$ cat src/core/scc_pkg.sv
// Constants, timing figures and types shared by the chopper control block
package scc_pkg;

    // ============================================================
    // Clock and timing
    localparam int CLK_PERIOD_NS = 20;
    localparam int BLANK_TIME_NS = 400;
    localparam int BLANK_CYCLES = (BLANK_TIME_NS + CLK_PERIOD_NS - 1) / CLK_PERIOD_NS;

    // ============================================================
    // Chopping counter
    localparam int CNT_W = 3;
    localparam logic [CNT_W-1:0] CNT_START = 3'h0;
    localparam logic [CNT_W-1:0] CNT_LAST = 3'h7;

    // ============================================================
    // Serial frame layout (shared by normal data and table data)
    localparam int FRAME_W = 16;
    localparam int CODE_W = 4;
    localparam int CODE_LSB = 0;
    localparam int PHASE_BIT = 4;
    localparam int DSEL_LSB = 5;
    localparam int DSEL_W = 2;
    localparam logic [CODE_W-1:0] CODE_FULL = 4'hF;
    localparam logic [CODE_W-1:0] CODE_ZERO = 4'h0;

    // Table entry: [2:0] switch position, [3] enable; four entries
    localparam int ENTRY_W = 4;
    localparam int POS_W = 3;
    localparam int EN_BIT = 3;
    localparam logic [FRAME_W-1:0] TABLE_RST = 16'hEC80;

    // ============================================================
    // Bridge modes
    typedef enum logic [3:0] {
        SCC_OFF    = 4'h1,
        SCC_CHARGE = 4'h2,
        SCC_SLOW   = 4'h4,
        SCC_FAST   = 4'h8
    } scc_mode_e;

endpackage

$ cat src/core/scc_blank_filter.sv
// Comparator synchroniser and blanking filter
`timescale 1ns/1ps
module scc_blank_filter
    import scc_pkg::*;
#(
    parameter int BLANK = BLANK_CYCLES
) (
    input wire logic clk_sys,
    input wire logic reset_n,
    input wire logic trip_in,
    output logic trip_q
);

    localparam int BW = $clog2(BLANK + 1);
    localparam logic [BW-1:0] BLANK_CNT = BW'(BLANK);

    logic meta_q;
    logic sync_q;
    logic [BW-1:0] cnt_q;

    always_ff @(posedge clk_sys) begin
        meta_q <= trip_in;
        sync_q <= meta_q;
    end

    // Only a trip held for the whole blank time gets through
    always_ff @(posedge clk_sys) begin
        if (!reset_n) begin
            cnt_q <= '0;
        end else if (!sync_q) begin
            cnt_q <= '0;
        end else if (cnt_q != BLANK_CNT) begin
            cnt_q <= cnt_q + BW'(1);
        end
    end

    always_ff @(posedge clk_sys) begin
        if (!reset_n) begin
            trip_q <= 1'b0;
        end else begin
            trip_q <= sync_q && (cnt_q == BLANK_CNT);
        end
    end

    blank_hold_a: assert property (@(posedge clk_sys) disable iff (!reset_n)
        $rose(trip_q) |-> $past(cnt_q) == BLANK_CNT)
        else $error("trip passed before blank time");

endmodule

$ cat src/core/scc_chopper.sv
// Chopping sequencer, serial data capture and output gating for one bridge
`timescale 1ns/1ps
module scc_chopper
    import scc_pkg::*;
#(
    parameter int BLANK = BLANK_CYCLES
) (
    input wire logic clk_sys,
    input wire logic reset_n,
    input wire logic chop_ref_clock,
    input wire logic serial_clock,
    input wire logic serial_data,
    input wire logic strobe,
    input wire logic setup_sel,
    input wire logic current_over,
    input wire logic thermal_shutdown,
    input wire logic logic_supply_ok,
    input wire logic motor_supply_monitor,
    output logic upper1_q,
    output logic upper2_q,
    output logic lower1_q,
    output logic lower2_q,
    output logic [3:0] chop_mode_q,
    output logic [CNT_W-1:0] chop_count_q,
    output logic [CODE_W-1:0] current_set_q,
    output logic full_scale_q,
    output logic thermal_fault_q
);

    // ============================================================
    // Input synchronisers
    localparam int NSYNC = 7;
    logic [NSYNC-1:0] pins;
    logic [NSYNC-1:0] meta_q;
    logic [NSYNC-1:0] sync_q;
    logic [NSYNC-1:0] prev_q;

    assign pins = {motor_supply_monitor, logic_supply_ok, thermal_shutdown,
                   setup_sel, strobe, serial_data, serial_clock};

    // No reset here so a hot or dead-supply level is seen straight after reset
    always_ff @(posedge clk_sys) begin
        meta_q <= pins;
        sync_q <= meta_q;
        prev_q <= sync_q;
    end

    logic sclk_rise;
    logic strobe_rise;
    logic setup_rise;
    logic setup_fall;
    logic setup_s;
    logic sdata_s;
    logic hot_s;
    logic supply_ok_s;
    assign sclk_rise = sync_q[0] && !prev_q[0];
    assign sdata_s = sync_q[1];
    assign strobe_rise = sync_q[2] && !prev_q[2];
    assign setup_s = sync_q[3];
    assign setup_rise = sync_q[3] && !prev_q[3];
    assign setup_fall = !sync_q[3] && prev_q[3];
    assign hot_s = sync_q[4];
    assign supply_ok_s = sync_q[5] && sync_q[6];

    // Reference clock edge finder, same two-stage pattern
    logic ref_meta_q;
    logic ref_sync_q;
    logic ref_prev_q;
    logic ref_rise;
    always_ff @(posedge clk_sys) begin
        ref_meta_q <= chop_ref_clock;
        ref_sync_q <= ref_meta_q;
        ref_prev_q <= ref_sync_q;
    end
    assign ref_rise = ref_sync_q && !ref_prev_q;

    logic over_q;
    scc_blank_filter #(.BLANK(BLANK)) u_blank (
        .clk_sys(clk_sys),
        .reset_n(reset_n),
        .trip_in(current_over),
        .trip_q(over_q)
    );

    // ============================================================
    // Serial shift register, table and latched data
    logic [FRAME_W-1:0] shift_q;
    logic [FRAME_W-1:0] table_q;
    logic phase_q;
    logic [DSEL_W-1:0] dsel_q;

    always_ff @(posedge clk_sys) begin
        if (!reset_n) begin
            shift_q <= '0;
        end else if (setup_rise) begin
            shift_q <= '0;
        end else if (sclk_rise) begin
            shift_q <= {shift_q[FRAME_W-2:0], sdata_s};
        end
    end

    // Every reset reloads the default profile; host tables must be loaded again
    always_ff @(posedge clk_sys) begin
        if (!reset_n) begin
            table_q <= TABLE_RST;
        end else if (setup_fall) begin
            table_q <= shift_q;
        end
    end

    always_ff @(posedge clk_sys) begin
        if (!reset_n) begin
            current_set_q <= CODE_ZERO;
            full_scale_q <= 1'b0;
            phase_q <= 1'b0;
            dsel_q <= '0;
        end else if (strobe_rise && !setup_s) begin
            current_set_q <= shift_q[CODE_LSB +: CODE_W];
            full_scale_q <= shift_q[CODE_LSB +: CODE_W] == CODE_FULL;
            phase_q <= shift_q[PHASE_BIT];
            dsel_q <= shift_q[DSEL_LSB +: DSEL_W];
        end
    end

    logic [ENTRY_W-1:0] entry;
    logic [POS_W-1:0] switch_pos;
    logic mixed_en;
    assign entry = table_q[dsel_q * ENTRY_W +: ENTRY_W];
    assign switch_pos = entry[POS_W-1:0];
    assign mixed_en = entry[EN_BIT];

    // ============================================================
    // Chopping counter with strobe restart
    logic restart_q;
    logic wrap;
    assign wrap = ref_rise && (restart_q || chop_count_q == CNT_LAST);

    always_ff @(posedge clk_sys) begin
        if (!reset_n) begin
            restart_q <= 1'b0;
        end else if (strobe_rise && !setup_s) begin
            restart_q <= 1'b1;
        end else if (ref_rise) begin
            restart_q <= 1'b0;
        end
    end

    always_ff @(posedge clk_sys) begin
        if (!reset_n) begin
            chop_count_q <= CNT_START;
        end else if (wrap) begin
            chop_count_q <= CNT_START;
        end else if (ref_rise) begin
            chop_count_q <= chop_count_q + CNT_W'(1);
        end
    end

    // ============================================================
    // Mode sequencer
    scc_mode_e mode_q;
    scc_mode_e mode_d;
    logic [CNT_W-1:0] next_count;
    assign next_count = chop_count_q + CNT_W'(1);

    always_comb begin
        mode_d = mode_q;
        case (mode_q)
            SCC_OFF: begin
                mode_d = SCC_CHARGE;
            end
            SCC_CHARGE: begin
                if (over_q) begin
                    mode_d = SCC_SLOW;
                end
            end
            SCC_SLOW: begin
                if (mixed_en && ref_rise && next_count == switch_pos) begin
                    mode_d = SCC_FAST;
                end
            end
            SCC_FAST: begin
                mode_d = SCC_FAST;
            end
            default: begin
                mode_d = SCC_OFF;
            end
        endcase
        if (wrap) begin
            // Strobe restart always passes through charge; comparison decides after
            // Overcurrent at the end of a fast phase drops only the next charge
            if (restart_q || !(over_q && mode_q == SCC_FAST)) begin
                mode_d = SCC_CHARGE;
            end else if (mixed_en && switch_pos == CNT_START) begin
                mode_d = SCC_FAST;
            end else begin
                mode_d = SCC_SLOW;
            end
        end
    end

    always_ff @(posedge clk_sys) begin
        if (!reset_n) begin
            mode_q <= SCC_OFF;
        end else begin
            mode_q <= mode_d;
        end
    end

    // ============================================================
    // Protection and bridge drive
    always_ff @(posedge clk_sys) begin
        if (!reset_n) begin
            thermal_fault_q <= 1'b0;
        end else if (hot_s) begin
            thermal_fault_q <= 1'b1;
        end
    end

    logic drive_ok;
    assign drive_ok = supply_ok_s && !thermal_fault_q && !hot_s && current_set_q != CODE_ZERO;

    always_ff @(posedge clk_sys) begin
        if (!reset_n || !drive_ok) begin
            {upper1_q, upper2_q, lower1_q, lower2_q} <= 4'h0;
        end else begin
            case (mode_q)
                SCC_CHARGE: begin
                    {upper1_q, upper2_q, lower1_q, lower2_q} <= phase_q ? 4'h9 : 4'h6;
                end
                SCC_SLOW: begin
                    {upper1_q, upper2_q, lower1_q, lower2_q} <= 4'h3;
                end
                SCC_FAST: begin
                    {upper1_q, upper2_q, lower1_q, lower2_q} <= phase_q ? 4'h6 : 4'h9;
                end
                default: begin
                    {upper1_q, upper2_q, lower1_q, lower2_q} <= 4'h0;
                end
            endcase
        end
    end

    always_ff @(posedge clk_sys) begin
        if (!reset_n) begin
            chop_mode_q <= SCC_OFF;
        end else begin
            chop_mode_q <= mode_q;
        end
    end

    // ============================================================
    // Checks
    strobe_restart_a: assert property (@(posedge clk_sys) disable iff (!reset_n)
        restart_q && ref_rise |=> chop_count_q == CNT_START && mode_q == SCC_CHARGE)
        else $error("strobe restart missed");
    restart_time_a: assert property (@(posedge clk_sys) disable iff (!reset_n)
        $rose(restart_q) |-> ##[1:12] !restart_q)
        else $error("restart held past one reference cycle");
    count_wrap_a: assert property (@(posedge clk_sys) disable iff (!reset_n)
        ref_rise && chop_count_q == CNT_LAST |=> chop_count_q == CNT_START)
        else $error("counter did not wrap at seven");
    count_step_a: assert property (@(posedge clk_sys) disable iff (!reset_n)
        ref_rise && !restart_q && chop_count_q != CNT_LAST
        |=> chop_count_q == $past(chop_count_q) + CNT_W'(1))
        else $error("counter did not step on reference edge");
    reset_off_a: assert property (@(posedge clk_sys)
        !reset_n |=> !upper1_q && !upper2_q && !lower1_q && !lower2_q
            && chop_count_q == CNT_START)
        else $error("outputs or counter active in reset");
    supply_gate_a: assert property (@(posedge clk_sys) disable iff (!reset_n)
        !supply_ok_s |=> {upper1_q, upper2_q, lower1_q, lower2_q} == 4'h0)
        else $error("bridge driven with supply low");
    thermal_hold_a: assert property (@(posedge clk_sys) disable iff (!reset_n)
        thermal_fault_q |=> thermal_fault_q && !upper1_q && !upper2_q)
        else $error("thermal fault cleared without reset");
    table_load_a: assert property (@(posedge clk_sys) disable iff (!reset_n)
        setup_fall |=> table_q == $past(shift_q))
        else $error("table not stored on setup release");
    code_latch_a: assert property (@(posedge clk_sys) disable iff (!reset_n)
        strobe_rise && !setup_s |=> current_set_q == $past(shift_q[CODE_W-1:0])
            && full_scale_q == ($past(shift_q[CODE_W-1:0]) == CODE_FULL))
        else $error("current code not latched on strobe");
    pure_slow_a: assert property (@(posedge clk_sys) disable iff (!reset_n)
        mode_q == SCC_SLOW && !mixed_en && !wrap |=> mode_q == SCC_SLOW)
        else $error("fast decay with switch point disabled");
    mixed_switch_a: assert property (@(posedge clk_sys) disable iff (!reset_n)
        mode_q == SCC_SLOW && mixed_en && ref_rise && !wrap && next_count == switch_pos
        |=> mode_q == SCC_FAST)
        else $error("missed slow to fast switch point");
    charge_cancel_a: assert property (@(posedge clk_sys) disable iff (!reset_n)
        wrap && !restart_q && over_q && mode_q == SCC_FAST |=> mode_q != SCC_CHARGE)
        else $error("charge not cancelled after overcurrent");

endmodule

$ cat config.mk
export PLATFORM = sky130hd
export DESIGN_NAME = scc_chopper
export DESIGN_NICKNAME = d
export VERILOG_FILES = /design/src/core/scc_pkg.sv /design/src/core/scc_blank_filter.sv /design/src/core/scc_chopper.sv
export SDC_FILE = /design/constraint.sdc
export NUM_CORES = 1
export LEC_CHECK = 0
export BUFFER_PORTS_ARGS = -buffer_cell sky130_fd_sc_hd__buf_2
export CORE_MARGIN = 2
export CORE_UTILIZATION = 42
export CTS_BUF_LIST = sky130_fd_sc_hd__clkbuf_16
export CTS_CLUSTER_SIZE = 24
export DETAILED_ROUTE_END_ITERATION = 10
export PLACE_DENSITY_LB_ADDON = 0.2
export SLEW_MARGIN = 20
export SYNTH_ARGS = -nofsm -noshare
export SYNTH_HDL_FRONTEND = slang
export SYNTH_SLANG_ARGS = --single-unit
$ cat constraint.sdc
create_clock -name clk_sys -period 2.5 [get_ports clk_sys]
set_input_delay 0.375 -clock clk_sys [delete_from_list [all_inputs] [get_ports clk_sys]]
set_output_delay 0.375 -clock clk_sys [all_outputs]
set_load 0.005 [all_outputs]
Word level (Yosys, flattened, before mapping)
Index checks and enable logic that the tools add are counted.
Operators by class
  add/subtract/negate cells: 2
  equal/unequal tests: 11
  shift-type cells: 1
  mux-type cells: 14
  bitwise logic cells: 1
  reduce and logical (&&, ||, !) cells: 36
Operators with widths (number)
  4-bit two-way mux: 7
  1-bit logical AND: 16
  4-bit case mux with 4 select lines: 1
  16-bit by 5-bit indexed part select with 4-bit output: 1
  1-bit zero test: 10
  4-bit equality test (second input constant): 2
  1-bit case mux with 3 select lines: 2
  5-bit by 1-bit adder with 5-bit output (second input constant): 1
  5-bit equality test (second input constant): 1
  5-bit != test (second input constant): 1
  4-bit by 1-bit equality test with 1-bit output (second input constant): 1
  4-bit by 2-bit equality test with 1-bit output (second input constant): 1
  4-bit by 3-bit equality test with 1-bit output (second input constant): 1
  1-bit case mux with 2 select lines: 2
  2-bit AND reduction: 2
  4-bit nonzero test: 1
  2-bit OR reduction: 2
  3-bit by 1-bit adder with 3-bit output (second input constant): 1
  3-bit equality test: 1
  3-bit equality test (second input constant): 1
  3-bit zero test: 1
  1-bit logical OR: 3
  3-bit by 2-bit != test with 1-bit output (second input constant): 1
  3-bit != test (second input constant): 1
  other kinds (3): 4
Word-level totals
  register bits: 86
  output and inout port bits: 17

Depth between registers and ports, before layout
Gate-level depths: netlist (run 1).
  depth in word-level cells: 7
  gate-level depth with buffers: 6
  depth with buffers taken out: 6

Modules after synthesis
From an unflattened synthesis (run 1), not the netlist that was laid out.
Second synthesis, totals
  cell total of the unflattened synthesis: 329
  area total of the unflattened synthesis: 3111.7 um^2
By module, submodules not included
  scc_chopper: times used 1, cells an instance 302, area each 2824.0 um^2
  scc_blank_filter: times used 1, cells an instance 27, area each 287.8 um^2

Worst setup path before layout (run 1)
OpenSTA, ideal clock, no wires.
  path kind: reg2reg
  from: reg chop_count_q[0]
  to: reg mode_q[2]
  library setup time: 0.079 ns
  arrival time: 1.597 ns
  data required time: 2.421 ns
  setup slack: 0.824 ns
  stages on the path, launching flop included: 7
  path buffers: 0
  clock period less this slack: 1.676 ns
  cells stage by stage: dfxtp_1 -> ha_1 -> ha_1 -> nor2_1 -> o21ai_0 -> or4_1 -> o211ai_1
Between the ends
  word-level cells in the longest chain between the ends: 5
  elaborated cells between the ends (all ways): 10
  classes of those cells: add/sub: 1; eq/ne: 4; mux: 1; reduce/logical: 4
RTL lines
  start, declared: line scc_chopper.sv:24  | output logic [CNT_W-1:0] chop_count_q,
  start signal, assigned: line scc_chopper.sv:154  | chop_count_q <= chop_count_q + CNT_W'(1);
  3-bit by 1-bit adder with 3-bit output / 3-bit equality test (equally long branches): line scc_chopper.sv:163, scc_chopper.sv:136
  3-bit equality test / 1-bit logical OR (equally long branches): line scc_chopper.sv:177, scc_chopper.sv:136
  1-bit logical AND (on tied branches): line scc_chopper.sv:177, scc_chopper.sv:136
  3-bit != test (no source line) / 3-bit by 2-bit != test with 1-bit output (equally long branches)
  2-bit AND reduction (no source line)
  end signal, assigned: line scc_chopper.sv:205  | mode_q <= mode_d;
  end, declared: line scc_chopper.sv:160  | scc_mode_e mode_q;
Parallel ways exist; a longest one is shown, timed or not.
A chain may end at the register's enable or synchronous reset.

Worst setup path in the final report (run 1)
Ends and elaborated chain as after synthesis.

==> run metrics, run 1 <==
post-CTS setup buffer count 0; first-pass GRT wire length 9.91 mm; Via density 4.87; initial DRC count 71; initial core utilization 0.430; Final Setup Violations 0; wirelength, routed 5.75 mm; routability congestion estimate 0.784; layout cells sized above 1 0.142; CTS resizes 0; clock skew 0.00649 ns; CTS Buf Count 9; flop2flop setup slack 0.66 ns; Root Buffer clkbuf_16; drt pass-1 iters 4; Worst-Skew Late Latency 0.34 ns; Reg clk slew, reported paths 0.06 ns; Final Critical Period 1.84 ns; Chip Width 89.9 um; Gate power share 0.043; Placed Cells 449; vias 2,266; Pins Over Slew Limit 0; Max VDD drop 0.381 mV; io pins 28; internal power 2.21 mW; Startpoint Class flop; cts hold-fix bufs 0; Crit Reg-Reg Startpoint chop_count_q[0]; Highest Clock Rate 543 MHz; pin count of the biggest net entering global routing 22; Synth Warn # 0; gr usage total 0.154; hold crit path type input port to flop; Hold EP u_blank.meta_q; syn_nets 350; clk sink count 85; Sw Pwr 622 uW; crit-path max FO 4; WP data arrival 2.11 ns; vias in the first global route 2,130; Core Util, Final 0.500; Rel. slew slack 0.513; H-tree depth 3; Buffers on Ports 27; n_diodes 0; Power Density 786 nW/um2; Crit path required time 2.76 ns; WL/cell 12.4 um; Sum Neg Setup Slack 0 ns; Placeable Area 7210 um2; EDFF count, synth 0; Leakage 1.39 nW; Cell Count, Final, Fillers Out 465; Mean Syn Cell Area 9.25 um2; Async SR Flop Fraction 0; DRT antenna net count 0; Final #Nets 376; DRC 0; commonest non-fill, non-tap cell in the layout dfxtp_1; critical path type flop to flop; endpoint class of the critical path flop; Worst-Margin Slew 0.722 ns; Final Hold Vio Count 0; Cell Area, Synth 3100 um2; highest-count cells in the layout ignoring fill and taps dfxtp_1, nand2_1, a21oi_1, nor2_1, buf_2; Yosys cell types 43; Fillers 692; antenna violations before repair 0; Syn-to-layout area delta 16.4%; Hold WS 0.134 ns; clock share of power 0.455; max cap viols 0; die area 8080 um2; RSZ-0062 raised after global routing false; Synth Register Bits 85; outcome finished clean; FF-to-FF End mode_q[2]; hpwl dp 3.94 mm; switching share of power 0.219; worst hold start current_over; clk buf depth 2; Reg2Reg Depth 6; sequential power share 0.502; Hold Path Stages 1; Synth Flop Type dfxtp_1; total grt overflow 0; Tcrit/Tclk final 0.737; Die Y 89.9 um; TritonCTS clock tree built; synthesized instance count 335; sequential element share of the synthesized area 0.549; # rows 31
-- critical path, stage by stage, from the launching register on --
cell	delay [ns]
dfxtp_1	0.37
ha_1	0.22
ha_1	0.18
nor2_1	0.21
o21ai_0	0.19
or4_1	0.50
o211ai_1	0.10
-- cells by family (layout without fill, tap and decap cells) --
| family | Yosys count | count (layout) | share of synthesized area |
|---|---|---|---|
| XOR/XNOR | 9 | 9 | 0.0279 |
| flip-flops | 85 | 85 | 0.549 |
| multiplexers | 10 | 10 | 0.0509 |
| AND/OR/NAND/NOR | 147 | 147 | 0.220 |
| adder cells (fa/ha/maj) | 4 | 4 | 0.0161 |
| AO/OA/AOI/OAI | 55 | 55 | 0.101 |
| buffers and inverters | 25 | 56 | 0.0355 |
-- area by class of cell --
cell class	instances	area, um2	area share
clock buffers	9	225	0.0624
clock inverters	7	67.6	0.0187
inverters	8	30.0	0.00832
multi-input cells	225	1290	0.357
flip-flops and latches	85	1700	0.472
well taps	99	124	0.0343
repair buffers	32	173	0.0479
-- worst max path at each step --
stage / start / end / slack, ns
6_report: chop_count_q[0] / mode_q[2] / 0.66
5_1_grt: chop_count_q[0] / mode_q[2] / 0.49
4_1_cts: chop_count_q[0] / mode_q[2] / 0.65
3_5_place_dp: chop_count_q[0] / mode_q[2] / 0.66
3_3_place_gp: dsel_q[0] / mode_q[3] / 0.73
2_1_floorplan: chop_count_q[0] / mode_q[2] / 0.82
-- routing by layer --
layer  share of wire  up-vias  wire (um)  global-route usage
li1                -     1181          -                   -
met1            0.47     1046       2710               0.181
met2            0.47       27       2700               0.256
met3           0.031       12        178              0.0360
met4           0.029        0        164              0.0962
met5               0        -          0                   0
-- sequential cells by signal, summed over array words and instances, names as in the netlist, 2 cells and up --
register,count
mode_q,4
current_set_q,4
chop_mode_q,4
prev_q,3
table_q,16
shift_q,16
dsel_q,2
chop_count_q,3
u_blank.cnt_q,5
meta_q,7
sync_q,7
-- power groups by stage --
stage	logic [mW]	registers, mW	clock network [mW]
6_report	0.123	1.42	1.29
5_1_grt	0.137	1.43	1.37
4_1_cts	0.124	1.42	1.32
3_5_place_dp	0.123	1.45	0
3_3_place_gp	0.123	1.45	0
2_1_floorplan	0.0948	1.44	0
-- cell usage after synthesis (2+ instances only) --
cell type	count	area share
ha_1	4	0.016
nor3b_1	4	0.0097
nand2b_1	4	0.0081
nand3_1	8	0.013
buf_6	2	0.0073
nor4_1	3	0.0061
or3_1	2	0.0040
dfxtp_1	85	0.55
and2_1	3	0.0061
clkbuf_1	14	0.017
mux4_1	2	0.017
mux4_2	2	0.015
nand2_1	76	0.092
inv_1	8	0.0097
nor4b_1	3	0.0085
mux2i_1	6	0.019
nor2b_1	6	0.012
nor3_1	3	0.0048
xnor2_1	4	0.011
xor2_1	4	0.011
nor2_1	28	0.034
a221oi_1	2	0.0057
o21ai_0	6	0.0097
a21oi_1	37	0.060
-- stage by stage --
stage / cell area (um2) / worst slack, ns / power, mW
2_1_floorplan: 3100 / 0.824 / 1.54
6_report: 3610 / 0.657 / 2.84
4_1_cts: 3610 / 0.652 / 2.87
3_3_place_gp: 3320 / 0.726 / 1.58
3_5_place_dp: 3320 / 0.664 / 1.58
5_1_grt: 3610 / 0.492 / 2.94
Note: power is estimated with default switching activity, not from simulation.
==> run 2, diff against run 1 <==
--- a/config.mk
+++ b/config.mk
@@ -5,6 +5,7 @@
 export SDC_FILE = /design/constraint.sdc
 export NUM_CORES = 1
 export LEC_CHECK = 0
+export ABC_AREA = 1
 export BUFFER_PORTS_ARGS = -buffer_cell sky130_fd_sc_hd__buf_2
 export CORE_MARGIN = 2
 export CORE_UTILIZATION = 42
==> constraint.sdc (replaced) <==
create_clock -name clk_sys -period 1.7 [get_ports clk_sys]
set_input_delay 0.255 -clock clk_sys [delete_from_list [all_inputs] [get_ports clk_sys]]
set_output_delay 0.255 -clock clk_sys [all_outputs]
set_load 0.005 [all_outputs]
==> run 2 against run 1 <==
  * Critical endpoint is now mode_q[3]
  * Combinational power rose by 130%
  * Clock power grew 38%
  * Wire length decreased by 5.0%
  * Power is 48% higher
  * Largest power group unchanged
  * Sequential share of layout area increased by 1.0 points
  * Core utilization is 1.4 points higher
  * Via count increased by 4.3%
  * Final cell count rose by 8.4%
  * Worst setup slack worse by 0.45 ns
  * Critical path depth rose by 2
  * Highest routed layer unchanged
==> run metrics, run 2 <==
Sw Pwr 1.01 mW (+62%); Mean Syn Cell Area 8.15 um2 (-12%); top cells by area, synth dfxtp_1, nand2_1, nor2_1; Async SR Flop Fraction 0 (unchanged); commonest non-fill, non-tap cell in the layout nand2_1; Die Y 88.6 um (-1.4%); Startpoint Class flop; Power Density 1190 nW/um2 (+51%); Gate power share 0.066 (+0.023); endpoint class of the critical path flop; routability congestion estimate 0.776 (-1.0%); critical path's largest stage delay 0.32 ns (-0.18 ns); syn_nets 384 (+9.7%); Buffers on Ports 27 (unchanged); most instantiated cells after synthesis nand2_1, dfxtp_1, nor2_1, a21oi_1, inv_1; WP data arrival 1.72 ns (-0.39 ns); sequential power share 0.509 (+0.007); Critical path buffers and inverters 0 (unchanged); vias in the first global route 2,125 (-0.23%); Final Setup Violations 0 (unchanged); TritonCTS clock tree built; sequential element share of the synthesized area 0.565 (+0.0164); Worst-Margin Slew 0.517 ns (-0.205 ns); CTS resizes 0 (unchanged); Highest Clock Rate 668 MHz (+23%); Final Critical Period 1.50 ns (-0.346 ns); total grt overflow 0 (unchanged); post-CTS setup buffer count 0 (unchanged); antenna violations before repair 0 (unchanged); worst setup margin 0.203 ns (-0.454 ns); outcome finished clean; clk buf depth 2 (unchanged); Tcrit/Tclk final 0.880 (+0.143); top-count cell post-synth nand2_1; EDFF count, synth 0 (unchanged); drt pass-1 iters 4 (unchanged); max cap viols 0 (unchanged); die area 7860 um2 (-2.8%); Final #Nets 418 (+11%); critical path cell sequence ha_1, ha_1, nor2_1, nor2_4, nor4_2, nand2_1, nand3_1, nor2_2; Cell Area, Synth 3010 um2 (-2.9%); hpwl dp 3.88 mm (-1.5%); RSZ-0062 raised after global routing false; Via density 4.69 (-3.7%); Max VDD drop 0.655 mV (+72%); clk sink count 85 (unchanged); Worst-Skew Late Latency 0.33 ns (about the same); Syn-to-layout area delta 17.4%; Synth Flop Type dfxtp_1; Slowest-stage cell, CP dfxtp_1; initial core utilization 0.438 (+0.00848); Final Hold Vio Count 0 (unchanged); Root Buffer clkbuf_16; cts hold-fix bufs 0 (unchanged); Yosys cell types 30 (-30%); DRT antenna net count 0 (unchanged); pin count of the biggest net entering global routing 27 (+23%); layout cells sized above 1 0.150 (+0.00743); Crit path required time 1.93 ns (-0.83 ns); highest-count cells in the layout ignoring fill and taps nand2_1, dfxtp_1, nor2_1, a21oi_1, buf_2; hold crit path type input port to flop; critical path type flop to flop; Sum Neg Setup Slack 0 ns (unchanged); first-pass GRT wire length 9.27 mm (-6.4%); switching share of power 0.240 (+0.0212); clock share of power 0.425 (-0.030); n_diodes 0 (unchanged); Pins Over Slew Limit 0 (unchanged); post-synth top area share 0.565 (+0.0164); vias 2,364 (+4.3%); pre-CTS setup slack 0.204 ns (-0.460 ns); DRC 0 (unchanged); Crit path max-delay family simple AND/OR/NAND/NOR gates; H-tree depth 3 (unchanged); synthesized instance count 369 (+10%); io pins 28 (unchanged); CP most frequent cell ha_1; gr usage total 0.152 (-0.00251); Synth Register Bits 85 (unchanged); Synth Warn # 0 (unchanged); leading area contributor after synthesis dfxtp_1; wirelength, routed 5.46 mm (-5.0%); CTS Buf Count 9 (unchanged); # rows 30 (-3.2%); Leakage 1.53 nW (+10%); initial DRC count 64 (-9.9%); crit-path max FO 6 (+2); Fillers 652 (-5.8%); internal power 3.18 mW (+44%); Reg clk slew, reported paths 0.06 ns (about the same); clock skew 0.00601 ns (-0.000477 ns); Rel. slew slack 0.655 (+0.142); Placeable Area 6870 um2 (-4.8%); WL/cell 10.8 um (-12%); Chip Width 88.6 um (-1.4%); largest registers shift_q x16, table_q x16
==> run 2: final cells by class <==
| class | count | area, um2 | area share |
|---|---|---|---|
| clock buffers | 9 | 225 | 0.0638 |
| clock inverters | 7 | 52.6 | 0.0149 |
| inverters | 27 | 106 | 0.0301 |
| multi-input cells | 247 | 1150 | 0.324 |
| flip-flops and latches | 85 | 1700 | 0.482 |
| well taps | 96 | 120 | 0.0340 |
| repair buffers | 33 | 180 | 0.0510 |
==> run 2: cells by family (layout without fill, tap and decap cells) <==
kind of cell	Yosys count	in the layout	synth area share
XOR/XNOR	3	3	0.00873
buffers and inverters	37	76	0.0536
adder cells (fa/ha/maj)	4	4	0.0166
AND/OR/NAND/NOR	187	187	0.264
flip-flops	85	85	0.565
AO/OA/AOI/OAI	53	53	0.0911
==> run 2: worst register-to-register path: cells and delay by family, from the launching register on <==
| family | cells | cell delay (ns) |
|---|---|---|
| fa+ha+maj | 2 | 0.36 |
| simple gates | 6 | 0.71 |
| flops | 1 | 0.32 |
==> run 2: final timing paths <==
check	cells after the start	to	start	slack, ns
worst min-delay path	1	meta_q[1]	serial_data	0.02
worst min register to register	0	sync_q[0]	meta_q[0]	0.33
worst max-delay path	8	mode_q[3]	chop_count_q[0]	0.20
worst max register to register	8	mode_q[3]	chop_count_q[0]	0.20
==> run 2: per-stage QoR <==
step	util	power (mW)	hold slack, ns	instances	area (um2)
after floorplan	-	2.37	0.283	369	3010
final	0.514	4.19	0.0215	504	3530
after detailed placement	0.474	2.46	0.312	488	3250
after global placement	0.474	2.45	0.310	488	3250
after CTS	0.514	4.24	0.0143	504	3530
after global routing	0.514	4.39	0.0104	504	3530
==> run 2: power groups by stage <==
stage | logic (mW) | clock network, mW | registers [mW]
2_1_floorplan | 0.205 | 0 | 2.17
3_3_place_gp | 0.278 | 0 | 2.18
3_5_place_dp | 0.279 | 0 | 2.18
4_1_cts | 0.280 | 1.82 | 2.13
5_1_grt | 0.324 | 1.92 | 2.14
6_report | 0.277 | 1.78 | 2.13
==> run 2: metal layers <==
| layer | global-route usage | part of all wire | wire length, um | vias to the layer above |
|---|---|---|---|---|
| met5 | 0 | 0 | 0 | - |
| li1 | - | - | - | 1251 |
| met4 | 0.0785 | 0.021 | 112 | 0 |
| met2 | 0.237 | 0.45 | 2460 | 29 |
| met1 | 0.194 | 0.50 | 2720 | 1074 |
| met3 | 0.0382 | 0.030 | 166 | 10 |
